===== src/ppdm_regs.vh =====
// register offsets, field positions, reset values for the port c/d pin control block
// assumes an apb slave with 32-bit data, one aligned word per register
`ifndef PPDM_REGS_VH
`define PPDM_REGS_VH
// ==================================================
// register byte offsets
`define PPDM_OFF_C_ANSEL 12'h000
`define PPDM_OFF_C_LAT 12'h004
`define PPDM_OFF_C_PORT 12'h008
`define PPDM_OFF_C_DIR 12'h00c
`define PPDM_OFF_D_ANSEL 12'h010
`define PPDM_OFF_D_LAT 12'h014
`define PPDM_OFF_D_PORT 12'h018
`define PPDM_OFF_D_DIR 12'h01c
`define PPDM_OFF_PERIPH 12'h020
`define PPDM_OFF_PINSEL 12'h024
// ==================================================
// reset values
`define PPDM_RST_C_ANSEL 8'hfc
`define PPDM_RST_C_DIR 8'hff
`define PPDM_RST_C_LAT 8'h00
`define PPDM_RST_D_ANSEL 8'hff
`define PPDM_RST_D_DIR 8'hff
`define PPDM_RST_D_LAT 8'h00
`define PPDM_RST_PINSEL 4'hf
// implemented analog-select bits of port c
`define PPDM_C_ANSEL_MASK 8'hfc
// ==================================================
// peripheral enable register fields
`define PPDM_PE_SSP1 0
`define PPDM_PE_SERIAL 1
`define PPDM_PE_SYNC 2
`define PPDM_PE_MASTER 3
`define PPDM_PE_CAPTURE_COMPARE_UNIT_3 4
`define PPDM_PE_PWM3 5
`define PPDM_PE_ALTPKG 6
`define PPDM_PE_WIDTH 7
// pin select register fields
`define PPDM_PS_PWM2B 0
`define PPDM_PS_T3CK 1
`define PPDM_PS_UNIT3 2
`define PPDM_PS_UNIT2 3
`endif


===== src/ppdm_sync.v =====
// three-stage pin synchroniser for a vector of inputs
// assumes inputs are asynchronous to mclk; a change counts once stages two and three agree
module ppdm_sync #(
  parameter WIDTH = 8
) (
  input wire mclk,
  input wire reset,
  input wire ce,
  input wire [WIDTH-1:0] din,
  output reg [WIDTH-1:0] dout
);
  reg [WIDTH-1:0] s1_reg;
  reg [WIDTH-1:0] s2_reg;
  reg [WIDTH-1:0] s3_reg;
  integer i;
  // ==================================================
  // stages and agreement filter
  always @(posedge mclk) begin
    if (reset) begin
      s1_reg <= {WIDTH{1'b0}};
      s2_reg <= {WIDTH{1'b0}};
      s3_reg <= {WIDTH{1'b0}};
      dout <= {WIDTH{1'b0}};
    end else if (ce) begin
      s1_reg <= din;
      s2_reg <= s1_reg;
      s3_reg <= s2_reg;
      for (i = 0; i < WIDTH; i = i + 1) begin
        if (s2_reg[i] == s3_reg[i]) begin
          dout[i] <= s3_reg[i];
        end
      end
    end
  end
endmodule


===== src/ppdm_pin_mux.v =====
// one-pin output arbiter: up to four peripheral drivers in fixed priority, then the latch
// assumes index 0 is highest priority; combinational
module ppdm_pin_mux (
  input wire [3:0] per_en,
  input wire [3:0] per_out,
  input wire dir_bit,
  input wire lat_bit,
  output reg pin_out,
  output reg pin_oe
);
  // ==================================================
  // priority select
  always @* begin
    pin_out = lat_bit;
    pin_oe = ~dir_bit;
    if (per_en[0]) begin
      pin_out = per_out[0];
      pin_oe = 1'b1;
    end else if (per_en[1]) begin
      pin_out = per_out[1];
      pin_oe = 1'b1;
    end else if (per_en[2]) begin
      pin_out = per_out[2];
      pin_oe = 1'b1;
    end else if (per_en[3]) begin
      pin_out = per_out[3];
      pin_oe = 1'b1;
    end
  end
endmodule


===== src/ppdm_port_ctrl.v =====
// port c / port d pin control: direction, latches, pin read, analog gating, peripheral sharing
// assumes an apb master on mclk and pads that resolve out/oe to a wire; pins arrive asynchronous
// Functional notes
// direction bit one turns pin driver off; pin is an input
// direction bit zero enables driver and drives latch value
// output latch addressable; reading it returns latch, not pin level
// ports eight bits wide, each bit with own direction control
// after reset port d pins are analog inputs, direction input
// general latch output unaffected by analog select
// analog select set disables digital input; port read gives zero
// port c bit 5 carries serial port 1 data out when active; code drives it only with direction bit 5 zero
// serial transmit owns port c bit 6 despite direction one
// port c bit 6 carries sync clock, out as master, in as slave
// port c bit 7 is async receive input when direction one
// port c bit 7 carries sync data both ways, direction one
// port c bit 6: compare/pwm 3 out at dir 0, capture in dir 1
// port c bits 6,7 carry pwm3 outputs a,b at direction zero
// four pin select bits: set default pin, clear alternate pin; code relocates unit 3 only, t3ck clear gives timer3 clock 0
// unimplemented bits read zero, incl. port c analog bits 1,0
// small package option moves unit 3 outputs off port c
// several enabled outputs: highest priority peripheral owns pin
// peripheral outputs drive pin even with analog select set
// port read gives synced pins; port write updates latch
// serial overrides direction only while serial unit enabled
`include "ppdm_regs.vh"
module ppdm_port_ctrl #(
  parameter PORT_WIDTH = 8
) (
  input wire mclk,
  input wire reset,
  input wire ce,
  input wire psel,
  input wire penable,
  input wire pwrite,
  input wire [11:0] paddr,
  input wire [31:0] pwdata,
  output reg [31:0] prdata,
  output wire pready,
  output wire pslverr,
  input wire [PORT_WIDTH-1:0] port_c_pin_in,
  output wire [PORT_WIDTH-1:0] port_c_pin_out,
  output wire [PORT_WIDTH-1:0] port_c_pin_oe,
  input wire [PORT_WIDTH-1:0] port_d_pin_in,
  output wire [PORT_WIDTH-1:0] port_d_pin_out,
  output wire [PORT_WIDTH-1:0] port_d_pin_oe,
  input wire sync_serial1_data_out,
  input wire serial_transmit_out,
  input wire serial_sync_clock_out,
  input wire serial_sync_data_out,
  input wire serial_sync_data_oe,
  input wire pwm3_output_a,
  input wire pwm3_output_b,
  input wire unit3_compare_out,
  input wire pwm2_output_b,
  output reg serial_receive_in,
  output reg serial_sync_clock_in,
  output reg serial_sync_data_in,
  output reg unit3_capture_in,
  output reg timer3_clock_in,
  output wire alt_unit3_out,
  output wire alt_unit3_oe,
  output wire alt_pwm3b_out,
  output wire alt_pwm3b_oe,
  output wire [3:0] pin_select_out
);
  // ==================================================
  // registers
  reg [PORT_WIDTH-1:0] c_ansel_reg;
  reg [PORT_WIDTH-1:0] c_lat_reg;
  reg [PORT_WIDTH-1:0] c_dir_reg;
  reg [PORT_WIDTH-1:0] d_ansel_reg;
  reg [PORT_WIDTH-1:0] d_lat_reg;
  reg [PORT_WIDTH-1:0] d_dir_reg;
  reg [`PPDM_PE_WIDTH-1:0] periph_reg;
  reg [3:0] pinsel_reg;
  wire [PORT_WIDTH-1:0] c_sync;
  wire [PORT_WIDTH-1:0] d_sync;
  wire [PORT_WIDTH-1:0] c_rd;
  wire [PORT_WIDTH-1:0] d_rd;
  wire wr_en;
  wire rd_en;
  wire addr_hit;

  function [31:0] ppdm_zext;
    input [PORT_WIDTH-1:0] v;
    begin
      ppdm_zext = 32'h0000_0000;
      ppdm_zext[PORT_WIDTH-1:0] = v;
    end
  endfunction

  // digital input gated by analog select
  function [PORT_WIDTH-1:0] ppdm_gate;
    input [PORT_WIDTH-1:0] pins;
    input [PORT_WIDTH-1:0] ansel;
    begin
      ppdm_gate = pins & ~ansel;
    end
  endfunction

  // ==================================================
  // pin synchronisers
  ppdm_sync #(
    .WIDTH(PORT_WIDTH)
  ) u_sync_c (
    .mclk(mclk),
    .reset(reset),
    .ce(ce),
    .din(port_c_pin_in),
    .dout(c_sync)
  );

  ppdm_sync #(
    .WIDTH(PORT_WIDTH)
  ) u_sync_d (
    .mclk(mclk),
    .reset(reset),
    .ce(ce),
    .din(port_d_pin_in),
    .dout(d_sync)
  );

  assign c_rd = ppdm_gate(c_sync, c_ansel_reg);
  assign d_rd = ppdm_gate(d_sync, d_ansel_reg);

  // ==================================================
  // apb slave: zero wait states, error on unmapped address
  assign pready = 1'b1;
  assign addr_hit = (paddr == `PPDM_OFF_C_ANSEL) || (paddr == `PPDM_OFF_C_LAT) ||
                    (paddr == `PPDM_OFF_C_PORT) || (paddr == `PPDM_OFF_C_DIR) ||
                    (paddr == `PPDM_OFF_D_ANSEL) || (paddr == `PPDM_OFF_D_LAT) ||
                    (paddr == `PPDM_OFF_D_PORT) || (paddr == `PPDM_OFF_D_DIR) ||
                    (paddr == `PPDM_OFF_PERIPH) || (paddr == `PPDM_OFF_PINSEL);
  assign pslverr = psel & penable & ~addr_hit;
  assign wr_en = psel & penable & pwrite & ce & addr_hit;
  assign rd_en = psel & penable & ~pwrite & ce;

  always @(posedge mclk) begin
    if (reset) begin
      c_ansel_reg <= `PPDM_RST_C_ANSEL;
      c_lat_reg <= `PPDM_RST_C_LAT;
      c_dir_reg <= `PPDM_RST_C_DIR;
      d_ansel_reg <= `PPDM_RST_D_ANSEL;
      d_lat_reg <= `PPDM_RST_D_LAT;
      d_dir_reg <= `PPDM_RST_D_DIR;
      periph_reg <= {`PPDM_PE_WIDTH{1'b0}};
      pinsel_reg <= `PPDM_RST_PINSEL;
    end else if (wr_en) begin
      case (paddr)
        `PPDM_OFF_C_ANSEL: c_ansel_reg <= pwdata[PORT_WIDTH-1:0] & `PPDM_C_ANSEL_MASK;
        `PPDM_OFF_C_LAT: c_lat_reg <= pwdata[PORT_WIDTH-1:0];
        `PPDM_OFF_C_PORT: c_lat_reg <= pwdata[PORT_WIDTH-1:0];
        `PPDM_OFF_C_DIR: c_dir_reg <= pwdata[PORT_WIDTH-1:0];
        `PPDM_OFF_D_ANSEL: d_ansel_reg <= pwdata[PORT_WIDTH-1:0];
        `PPDM_OFF_D_LAT: d_lat_reg <= pwdata[PORT_WIDTH-1:0];
        `PPDM_OFF_D_PORT: d_lat_reg <= pwdata[PORT_WIDTH-1:0];
        `PPDM_OFF_D_DIR: d_dir_reg <= pwdata[PORT_WIDTH-1:0];
        `PPDM_OFF_PERIPH: periph_reg <= pwdata[`PPDM_PE_WIDTH-1:0];
        `PPDM_OFF_PINSEL: pinsel_reg <= pwdata[3:0];
        default: periph_reg <= periph_reg;
      endcase
    end
  end

  // read data registered at the access edge; holds otherwise
  always @(posedge mclk) begin
    if (reset) begin
      prdata <= 32'h0000_0000;
    end else if (rd_en) begin
      case (paddr)
        `PPDM_OFF_C_ANSEL: prdata <= ppdm_zext(c_ansel_reg);
        `PPDM_OFF_C_LAT: prdata <= ppdm_zext(c_lat_reg);
        `PPDM_OFF_C_PORT: prdata <= ppdm_zext(c_rd);
        `PPDM_OFF_C_DIR: prdata <= ppdm_zext(c_dir_reg);
        `PPDM_OFF_D_ANSEL: prdata <= ppdm_zext(d_ansel_reg);
        `PPDM_OFF_D_LAT: prdata <= ppdm_zext(d_lat_reg);
        `PPDM_OFF_D_PORT: prdata <= ppdm_zext(d_rd);
        `PPDM_OFF_D_DIR: prdata <= ppdm_zext(d_dir_reg);
        `PPDM_OFF_PERIPH: prdata <= {25'h0000000, periph_reg};
        `PPDM_OFF_PINSEL: prdata <= {28'h0000000, pinsel_reg};
        default: prdata <= 32'h0000_0000;
      endcase
    end
  end

  // ==================================================
  // peripheral enables
  wire ssp1_en = periph_reg[`PPDM_PE_SSP1];
  wire ser_en = periph_reg[`PPDM_PE_SERIAL];
  wire ser_sync = periph_reg[`PPDM_PE_SYNC];
  wire ser_master = periph_reg[`PPDM_PE_MASTER];
  wire capture_compare_unit_3_en = periph_reg[`PPDM_PE_CAPTURE_COMPARE_UNIT_3];
  wire pwm3_en = periph_reg[`PPDM_PE_PWM3];
  // unit 3 on port c only when default placement and full package not moving it
  wire unit3_here = pinsel_reg[`PPDM_PS_UNIT3] & ~periph_reg[`PPDM_PE_ALTPKG];
  wire tx_drive = ser_en & ~ser_sync;
  wire ck_drive = ser_en & ser_sync & ser_master;
  wire dt_drive = ser_en & ser_sync & serial_sync_data_oe;
  // pwm/compare need direction zero; serial overrides regardless
  wire p3a_drive = unit3_here & pwm3_en & ~c_dir_reg[6];
  wire cmp3_drive = unit3_here & capture_compare_unit_3_en & ~pwm3_en & ~c_dir_reg[6];
  wire p3b_drive = unit3_here & pwm3_en & ~c_dir_reg[7];
  wire sdo_drive = ssp1_en & ~c_dir_reg[5];

  assign alt_unit3_out = pwm3_en ? pwm3_output_a : unit3_compare_out;
  assign alt_unit3_oe = ~unit3_here & (pwm3_en | capture_compare_unit_3_en);
  assign alt_pwm3b_out = pwm3_output_b;
  assign alt_pwm3b_oe = ~unit3_here & pwm3_en;
  assign pin_select_out = pinsel_reg;

  // ==================================================
  // per-pin arbitration; analog select not consulted on outputs
  genvar g;
  generate
    for (g = 0; g < PORT_WIDTH; g = g + 1) begin : g_pins
      wire [3:0] c_en;
      wire [3:0] c_val;
      if (g == 5) begin : g_c5
        assign c_en = {3'b000, sdo_drive};
        assign c_val = {3'b000, sync_serial1_data_out};
      end else if (g == 6) begin : g_c6
        assign c_en = {cmp3_drive, p3a_drive, ck_drive, tx_drive};
        assign c_val = {unit3_compare_out, pwm3_output_a, serial_sync_clock_out, serial_transmit_out};
      end else if (g == 7) begin : g_c7
        assign c_en = {2'b00, p3b_drive, dt_drive};
        assign c_val = {2'b00, pwm3_output_b, serial_sync_data_out};
      end else begin : g_cx
        assign c_en = 4'h0;
        assign c_val = 4'h0;
      end
      ppdm_pin_mux u_mux_c (
        .per_en(c_en),
        .per_out(c_val),
        .dir_bit(c_dir_reg[g]),
        .lat_bit(c_lat_reg[g]),
        .pin_out(port_c_pin_out[g]),
        .pin_oe(port_c_pin_oe[g])
      );
      ppdm_pin_mux u_mux_d (
        .per_en(4'h0),
        .per_out(4'h0),
        .dir_bit(d_dir_reg[g]),
        .lat_bit(d_lat_reg[g]),
        .pin_out(port_d_pin_out[g]),
        .pin_oe(port_d_pin_oe[g])
      );
    end
  endgenerate

  // ==================================================
  // peripheral inputs, registered from gated synced pins
  always @(posedge mclk) begin
    if (reset) begin
      serial_receive_in <= 1'b1;
      serial_sync_clock_in <= 1'b0;
      serial_sync_data_in <= 1'b0;
      unit3_capture_in <= 1'b0;
      timer3_clock_in <= 1'b0;
    end else if (ce) begin
      serial_receive_in <= c_rd[7] | ~c_dir_reg[7];
      serial_sync_clock_in <= c_rd[6];
      serial_sync_data_in <= c_rd[7];
      unit3_capture_in <= unit3_here & c_dir_reg[6] & c_rd[6];
      timer3_clock_in <= pinsel_reg[`PPDM_PS_T3CK] ? c_rd[0] : 1'b0;
    end
  end
endmodule


===== config.mk =====
export PLATFORM = sky130hd
export DESIGN_NAME = ppdm_port_ctrl
export DESIGN_NICKNAME = d
export VERILOG_FILES = /design/src/ppdm_sync.v /design/src/ppdm_pin_mux.v /design/src/ppdm_port_ctrl.v
export VERILOG_INCLUDE_DIRS = /design/src
export SDC_FILE = /design/constraint.sdc
export NUM_CORES = 1
export LEC_CHECK = 0
export ABC_AREA = 1
export BUFFER_PORTS_ARGS = -buffer_cell sky130_fd_sc_hd__buf_2
export CORE_ASPECT_RATIO = 1.2
export CORE_UTILIZATION = 58
export DETAILED_ROUTE_END_ITERATION = 10
export MAX_ROUTING_LAYER = met4
export PLACE_DENSITY_LB_ADDON = 0.25
export SLEW_MARGIN = 20
export SYNTH_ARGS = -nofsm -noshare
export SYNTH_HDL_FRONTEND = slang
export SYNTH_SLANG_ARGS = --single-unit
export TNS_END_PERCENT = 5

===== constraint.sdc =====
create_clock -name mclk -period 2.4 [get_ports mclk]
set_input_delay 0.12 -clock mclk [delete_from_list [all_inputs] [get_ports mclk]]
set_output_delay 0.12 -clock mclk [all_outputs]
set_load 0.02 [all_outputs]

==> qor.yml, run 1 <==
port_buffers: 103
dr.pass1.iters: 5
slew_violations: 0
wl_per_cell_um: 14.54
grt.total_usage_pct: 31.11
grt_max_degree: 71
max_freq_ghz: 0.4786
area_growth_pct: 15.05
end_kind: "primary output"
clock_sinks: 134
drt-vias-per-instance: 5.316
routed_wl_mm: 17.14
cts.clk_slew.worst_paths_ps: 60
drive_above_1_share_pct: 16.62
yosysWarningCount: 0
gr-usage-met2_pct: 48.56
ys_seq_elements: 134
cts_buffers: 17
post-dp-hpwl_mm: 11.41
setup_violations: 0
synth.largest_area_cell: "dfxtp_1"
cp.arrival_ps: 1970
outcome: "finished clean"
cp-start-kind: "register"
p_total_uw: 5192
top_usage_layer: "met2"
p_leak_uw: 0.003829
tightest_slew_ps: 718.9
hold_viol_final: 0
core_um2: 10980
synth_cell_types: 35
synthArstFlopShare_pct: 0
finalCritPeriodShare_pct: 87.06
synth_area_um2: 6536
die_w_um: 98.91
die_area_um2: 11700
grt_pass1_wl_mm: 27.57
worst-path-max-fanout: 5
clock_latency_ps: 420
io_pins: 154
clock_path_buffers: 2
synthCells: 961
cts_max_level: 4
root_buffer: "clkbuf_16"
pre_cts_slack_ps: 458.5
synth_top_area_share_pct: 41.04
cts_tree: "built"
hp-class: "in -> reg"
vias: 6267
drt_iter0_drc: 461
power_density_nw_per_um2: 690.5
start_util_pct: 59.51
grt_util_met1_pct: 37.14
ys.flop_type: "dfxtp_1"
globalRouteOverflowTotal: 0
layout_setup_ws_ps: 310.5
cts_resized: 0
setup_tns_ps: 0
route.detailed.drc: 0
synth_edf_count: 0
die_y_um: 118.3
rows: 42
required_ps: 2280
grt_pass1_vias: 5665
post-route-min-period_ps: 2090
rsz0062_at_grt: "no"
slew_headroom_pct: 52.02
clock_skew_ps: 6.066
grt_antenna_before_repair: 0
yosysMostFrequentCell: "nand2_1"
synthTopCellsByCount: "nand2_1, nor2_1, dfxtp_1, nand3_1, inv_1"
path_class: "reg -> out"
synth_area_leaders: "dfxtp_1, nand2_1, nor2_1, nand3_1, buf_4"
synth_area_per_cell_um2: 6.802
antennaDiodeCount: 0
layout.nets: 1109
max-vdd-ir-drop_v: 0.0005333
maxCapViolations: 0
ys_seq_area_share_pct: 41.04
postRouteAntennaNets: 0
met3_usage_pct: 6.209
place.gp.congestion: 0.9470
placed cells by master, fill, tap and decap left out, types with 2 or more instances in the layout:
cell type,Yosys,final
o21ai_0,59,59
buf_2,12,103
clkinvlp_4,0,3
buf_4,60,11
a21oi_1,52,52
dfxtp_1,134,134
inv_2,5,6
nand2_2,2,2
dlygate4sd3_1,0,16
nand3b_2,2,2
nand4_1,9,9
nor2_1,152,152
clkbuf_16,0,17
nor3_1,2,2
nand3_1,102,102
clkbuf_8,0,2
bufinv_16,0,2
inv_1,66,65
clkbuf_1,19,2
conb_1,2,25
clkinv_2,0,3
o21bai_1,5,5
inv_6,0,2
nor2_4,5,5
o21ai_1,2,2
nand2_1,243,243
nand4_2,2,2
nor2_2,3,3
nand3_2,3,3
cell families after synthesis:
family	after synthesis	synth area share, %
AO/OA/AOI/OAI	121	9.552
buffers and inverters	172	13.78
flip-flops	134	41.04
multiplexers	1	0.1723
other	2	0.1149
AND/OR/NAND/NOR	531	35.34
worst paths after layout:
path                      from                 to  slack [ps]  cells past startpoint
max          pin_select_out[2]  port_c_pin_out[6]         310                      8
max reg2reg      periph_reg[3]          prdata[3]        1120                      6
min                  pwdata[7]     d_ansel_reg[7]          60                      3
min reg2reg       c_dir_reg[5]       c_dir_reg[5]         450                      2
routing by layer:
metal	part of all wire, %	vias to the layer above
met3	6.8	67
met4	5.0	0
met1	42	2805
met2	46	256
li1	-	3139
met5	0	-
worst max-delay path: stages (launching register included):
cell	delay, ps
dfxtp_1	420
inv_1	80
nor2_1	340
nand4_1	190
nand2_1	100
nand2_1	50
o21bai_1	120
a31oi_1	80
buf_2	160
report_power, final:
group          switching (uW)  total, uW  internal, uW
clock                     986       2570          1580
sequential               26.3       2300          2270
combinational             220        320           101
what timing repair did:
item,CTS,global route
hold buffers,16,0
endpoints found under the hold margin,16,0
setup buffers,0,0
cell type report:
class / count / area (um2)
Clock inverter: 11 / 123.9
Tap cell: 132 / 165.2
Multi-Input combinational cell: 678 / 3039
Fill cell: 978 / 3463
Inverter: 72 / 270.3
Timing Repair Buffer: 131 / 778.2
Sequential cell: 134 / 2683
Clock buffer: 21 / 460.4
per-stage QoR:
step | utilization, % | cell area, um2 | hold WS, ps | instances
after global placement | 61.69 | 6775 | 338.5 | 1131
after floorplan | - | 6623 | 233.2 | 984
after global routing | 68.47 | 7520 | 66.43 | 1179
final | 68.47 | 7520 | 61.04 | 1179
after detailed placement | 61.69 | 6775 | 346.9 | 1131
after CTS | 68.47 | 7520 | 45.33 | 1179
No activity file was read; power rests on OpenSTA's default activity.
==> run 2: changes to the inputs <==
Settings changed: CELL_PAD_IN_SITES_DETAIL_PLACEMENT set to 1, CELL_PAD_IN_SITES_GLOBAL_PLACEMENT set to 2, CORE_UTILIZATION 58 to 31.
==> qor.yml, run 2 (same netlist as run 1, synthesis figures left out) <==
outcome: "finished clean"  # unchanged
clkPwrFrac_pct: 50.5  # was 49.5%
die_y_um: 161.1  # was 118.3 um
hp-class: "in -> reg"  # unchanged
wl_per_cell_um: 16.26  # was 14.54 um
cts.clk_slew.worst_paths_ps: 60  # about the same
grt_pass1_vias: 6100  # was 5,665
fin_util_pct: 37.88  # was 68.47%
rows: 57  # was 42
routed_wl_mm: 21.45  # was 17.14 mm
seq_power_share_pct: 43.3  # was 44.3%
drive_above_1_share_pct: 17.38  # was 16.62%
clock_latency_ps: 420  # about the same
final_common_cell: "nand2_1"  # unchanged
vias: 6268  # was 6,267
grt_antenna_before_repair: 1  # was 0
rsz0062_at_grt: "no"  # unchanged
cpMaxStageDelayCell: "dfxtp_1"  # unchanged
slew_violations: 0  # unchanged
start_util_pct: 31.93  # was 59.51%
die_w_um: 134.6  # was 98.91 um
drt_iter0_drc: 326  # was 461
layout.nets: 1115  # was 1,109
post-dp-hpwl_mm: 15.02  # was 11.41 mm
switchingPower_uw: 1300  # was 1232 uW
area_growth_pct: 18.63  # was 15.05%
p_leak_uw: 0.003873  # was 0.003829 uW
cp_cell_sequence: "inv_1, nor4_1, o21ai_0, mux2_2, buf_2"  # was inv_1, nor2_1, nand4_1, nand2_1, nand2_1, o21bai_1, a31oi_1, buf_2
root_buffer: "clkbuf_16"  # unchanged
layout_common_cells: "nand2_1, nor2_1, dfxtp_1"  # unchanged
port_buffers: 103  # unchanged
maxCapViolations: 0  # unchanged
cts_buffers: 17  # unchanged
postRouteAntennaNets: 0  # unchanged
slew_headroom_pct: 49.80  # was 52.02%
globalRouteOverflowTotal: 0  # unchanged
grt.total_usage_pct: 21.25  # was 31.11%
tightest_slew_ps: 752.2  # was 718.9 ps
route.detailed.drc: 0  # unchanged
io_pins: 154  # unchanged
max-vdd-ir-drop_v: 0.0004863  # was 0.0005333 V
drt-vias-per-instance: 4.752  # was 5.316
hold_ws_ps: 70.81  # was 61.04 ps
stdcell_count: 1319  # was 1,179
worst-path-max-fanout: 4  # was 5
setup_violations: 0  # unchanged
place.gp.congestion: 0.8871  # was 0.9470
path_class: "reg -> out"  # unchanged
clock_skew_ps: 6.046  # was 6.066 ps
finalCritPeriodShare_pct: 84.73  # was 87.06%
ctsHoldBuffers: 16  # unchanged
die_area_um2: 21670  # was 11,700 um2
post-route-min-period_ps: 2034  # was 2090 ps
grt_max_degree: 88  # was 71
combPwrFrac_pct: 6.2  # about the same
power_density_nw_per_um2: 685.4  # was 690.5 nW/um2
internal-power_uw: 4014  # was 3960 uW
max_freq_ghz: 0.4917  # was 0.4786 GHz
setup_tns_ps: 0  # unchanged
cp-start-kind: "register"  # unchanged
cts_resized: 0  # unchanged
dr.pass1.iters: 4  # was 5
post-cts-setup-buffers: 0  # unchanged
cts_tree: "built"  # unchanged
required_ps: 2280  # about the same
core_um2: 20470  # was 10,980 um2
cp_slowest_stage_delay_ps: 440  # was 420 ps
clock_path_buffers: 2  # unchanged
place_inst: 1270  # was 1,131
cts_max_level: 4  # unchanged
hold_viol_final: 0  # unchanged
grt_pass1_wl_mm: 33.92  # was 27.57 mm
netSwitchingFraction_pct: 24.46  # was 23.73%
end_kind: "primary output"  # unchanged
clock_sinks: 134  # unchanged
cp.arrival_ps: 1910  # was 1970 ps
==> run 2: worst max-delay path: cells and delay by family (launching register included) <==
kind	cells	cell delay (ps)
flops	1	440
buf+inv	2	250
compound gates	1	140
mux	1	280
simple gates	1	390
==> run 2: power groups by stage <==
stage                     combinational, uW  sequential, uW  clock [uW]
after floorplan                         221            2340           0
after global placement                  313            2350           0
after detailed placement                314            2350           0
after CTS                               337            2300        2740
after global routing                    369            2310        2830
final                                   332            2300        2680
==> run 2: final cells by class <==
cell class	instances	area, um2
Clock inverter	11	121.4
Clock buffer	21	480.5
Inverter	72	270.3
Antenna cell	1	2.502
Sequential cell	134	2683
Tap cell	265	331.6
Timing Repair Buffer	137	823.3
Multi-Input combinational cell	678	3042
Fill cell	2659	12710
==> run 2: worst paths after layout <==
check / cells after the start / slack, ps / start / endpoint
worst max-delay path: 5 / 370 / pin_select_out[2] / port_c_pin_out[7]
worst min-delay path: 4 / 70 / pwrite / prdata[4]
worst max register to register: 8 / 1150 / u_sync_c.dout[7] / prdata[7]
worst min register to register: 2 / 460 / c_dir_reg[1] / c_dir_reg[1]
==> run 2: layer usage <==
| layer | vias to the layer above | global-route usage, % | wire length [um] | share of wire [%] |
|---|---|---|---|---|
| li1 | 3144 | - | - | - |
| met1 | 2943 | 25.80 | 9636 | 45 |
| met2 | 144 | 34.43 | 10260 | 48 |
| met3 | 37 | 4.112 | 881 | 4.1 |
| met4 | 0 | 8.631 | 669 | 3.1 |
| met5 | - | - | 0 | 0 |
==> run 2: through the flow <==
step / worst slack, ps / power, uW / cell area, um2
6_report: 366.4 / 5314 / 7754
5_1_grt: 280.7 / 5505 / 7754
4_1_cts: 344.7 / 5374 / 7751
3_5_place_dp: 225.6 / 2663 / 6989
3_3_place_gp: 274.5 / 2660 / 6989
2_1_floorplan: 954.1 / 2565 / 6623
==> run 3: changes to the inputs <==
Settings changed: CORE_UTILIZATION 31 to 29.
Clock period 2.4 ns to 2.1 ns, I/O delays scaled along.
==> qor.yml, run 3 (same netlist as run 1, synthesis figures left out) <==
routed_wl_mm: 21.59  # was 21.45 mm
clock_latency_ps: 420  # about the same
grt.total_usage_pct: 19.98  # was 21.25%
max_freq_ghz: 0.5251
io_pins: 154  # unchanged
layout_common_cells: "nand2_1, nor2_1, dfxtp_1"  # unchanged
die_y_um: 166.5  # was 161.1 um
cts.clk_slew.worst_paths_ps: 60  # about the same
slew_violations: 0  # unchanged
postRouteAntennaNets: 0  # unchanged
place.gp.congestion: 0.8275  # was 0.8871
cts_resized: 0  # unchanged
outcome: "complete, but fails checks"  # was finished clean
fin_util_pct: 35.71  # was 37.88%
setup_tns_ps: 0  # unchanged
failed_checks: "design-rule violations"
maxCapViolations: 0  # unchanged
wl_per_cell_um: 16.24  # was 16.26 um
grt_pass1_vias: 6057  # was 6,100
drt-vias-per-instance: 4.662  # was 4.752
clock_sinks: 134  # unchanged
hold_ws_ps: 61.98  # was 70.81 ps
power_density_nw_per_um2: 789.2  # was 685.4 nW/um2
area_growth_pct: 19.79  # was 18.63%
slew_headroom_pct: 53.94  # was 49.80%
dr.pass1.iters: 9  # was 4
grt_max_degree: 71  # was 88
root_buffer: "clkbuf_16"  # unchanged
antennaDiodeCount: 0  # was 1
grt_antenna_before_repair: 0  # was 1
p_leak_uw: 0.003894  # was 0.003873 uW
route.detailed.drc: 12  # was 0
cp-start-kind: "register"  # unchanged
rsz0062_at_grt: "no"  # unchanged
cp.arrival_ps: 1800  # was 1910 ps
die_w_um: 139.1  # was 134.6 um
max-vdd-ir-drop_v: 0.0005725  # was 0.0004863 V
grt_pass1_wl_mm: 34.25  # was 33.92 mm
worst-path-max-fanout: 6  # was 4
cts_buffers: 17  # unchanged
hp-class: "in -> reg"  # unchanged
cts_max_level: 4  # unchanged
vias: 6196  # was 6,268
start_util_pct: 29.81  # was 31.93%
post-route-min-period_ps: 1904
clock_path_buffers: 2  # unchanged
rows: 59  # was 57
hold_viol_final: 0  # unchanged
tightest_slew_ps: 690.9  # was 752.2 ps
end_kind: "primary output"  # unchanged
globalRouteOverflowTotal: 0  # unchanged
finalCritPeriodShare_pct: 90.69
cts_tree: "built"  # unchanged
drt_iter0_drc: 325  # was 326
clock_skew_ps: 7.820  # was 6.046 ps
die_area_um2: 23150  # was 21,670 um2
setup_violations: 0  # unchanged
required_ps: 2000  # was 2280 ps
drive_above_1_share_pct: 17.44  # was 17.38%
layout.nets: 1117  # was 1,115
post-dp-hpwl_mm: 15.24  # was 15.02 mm
final_common_cell: "nand2_1"  # unchanged
path_class: "reg -> out"  # unchanged
core_um2: 21920  # was 20,470 um2
port_buffers: 103  # unchanged
## run 3: cell count changes in the layout (fill, tap and decap cells not counted), sizes merged
cell,previous run,this run
clkinv,7,6
bufinv,2,3
inv,72,71
buf,121,123
diode,1,0
clkbuf,21,22
## run 3: per-stage QoR
step	instance area (um2)	setup WS, ps	total power, uW	cells
after floorplan	6623	669.1	2931	984
after global placement	7041	298.9	3046	1281
after detailed placement	7041	248.1	3047	1281
after CTS	7830	125.7	6256	1329
after global routing	7830	67.26	6420	1329
final	7830	195.6	6180	1329
## run 3: final timing paths
path	to	cells after the start	startpoint	slack, ps
min	c_ansel_reg[7]	3	pwdata[7]	60
min reg2reg	c_dir_reg[5]	2	c_dir_reg[5]	460
max reg2reg	prdata[7]	8	u_sync_c.dout[7]	810
max	port_c_pin_out[7]	5	periph_reg[5]	200
## run 3: timing repair
action | in CTS | in global routing
buffers inserted | 0 | 0
endpoints found under the hold margin | 16 | 0
hold buffers | 16 | 0
## run 3: area by class of cell
| class | instances | area, um2 |
|---|---|---|
| fillers | 2820 | 14090 |
| multi-input cells | 678 | 3042 |
| flip-flops and latches | 134 | 2683 |
| repair buffers | 139 | 863.3 |
| clock buffers | 22 | 484.2 |
| well taps | 274 | 342.8 |
| inverters | 72 | 270.3 |
| clock inverters | 10 | 145.1 |
## run 3: worst max-delay path, stage by stage, from the launching register on
cell	delay [ps]
dfxtp_1	360
inv_1	120
nor4_1	310
o21ai_0	150
mux2_2	280
buf_2	160
## run 3: routing by layer
layer	share of wire, %	vias to the layer above	global-route usage (%)
li1	-	3144	-
met1	47	2887	25.21
met3	3.5	30	3.422
met4	2.3	0	7.681
met2	47	135	31.82
met5	0	-	-
## run 3: power breakdown
part	leakage (uW)	switching, uW	internal (uW)
Sequential	0.00109	30.9	2600
Combinational	0.00250	265	116
Clock	0.000303	1170	2000
Total	0.00389	1460	4720
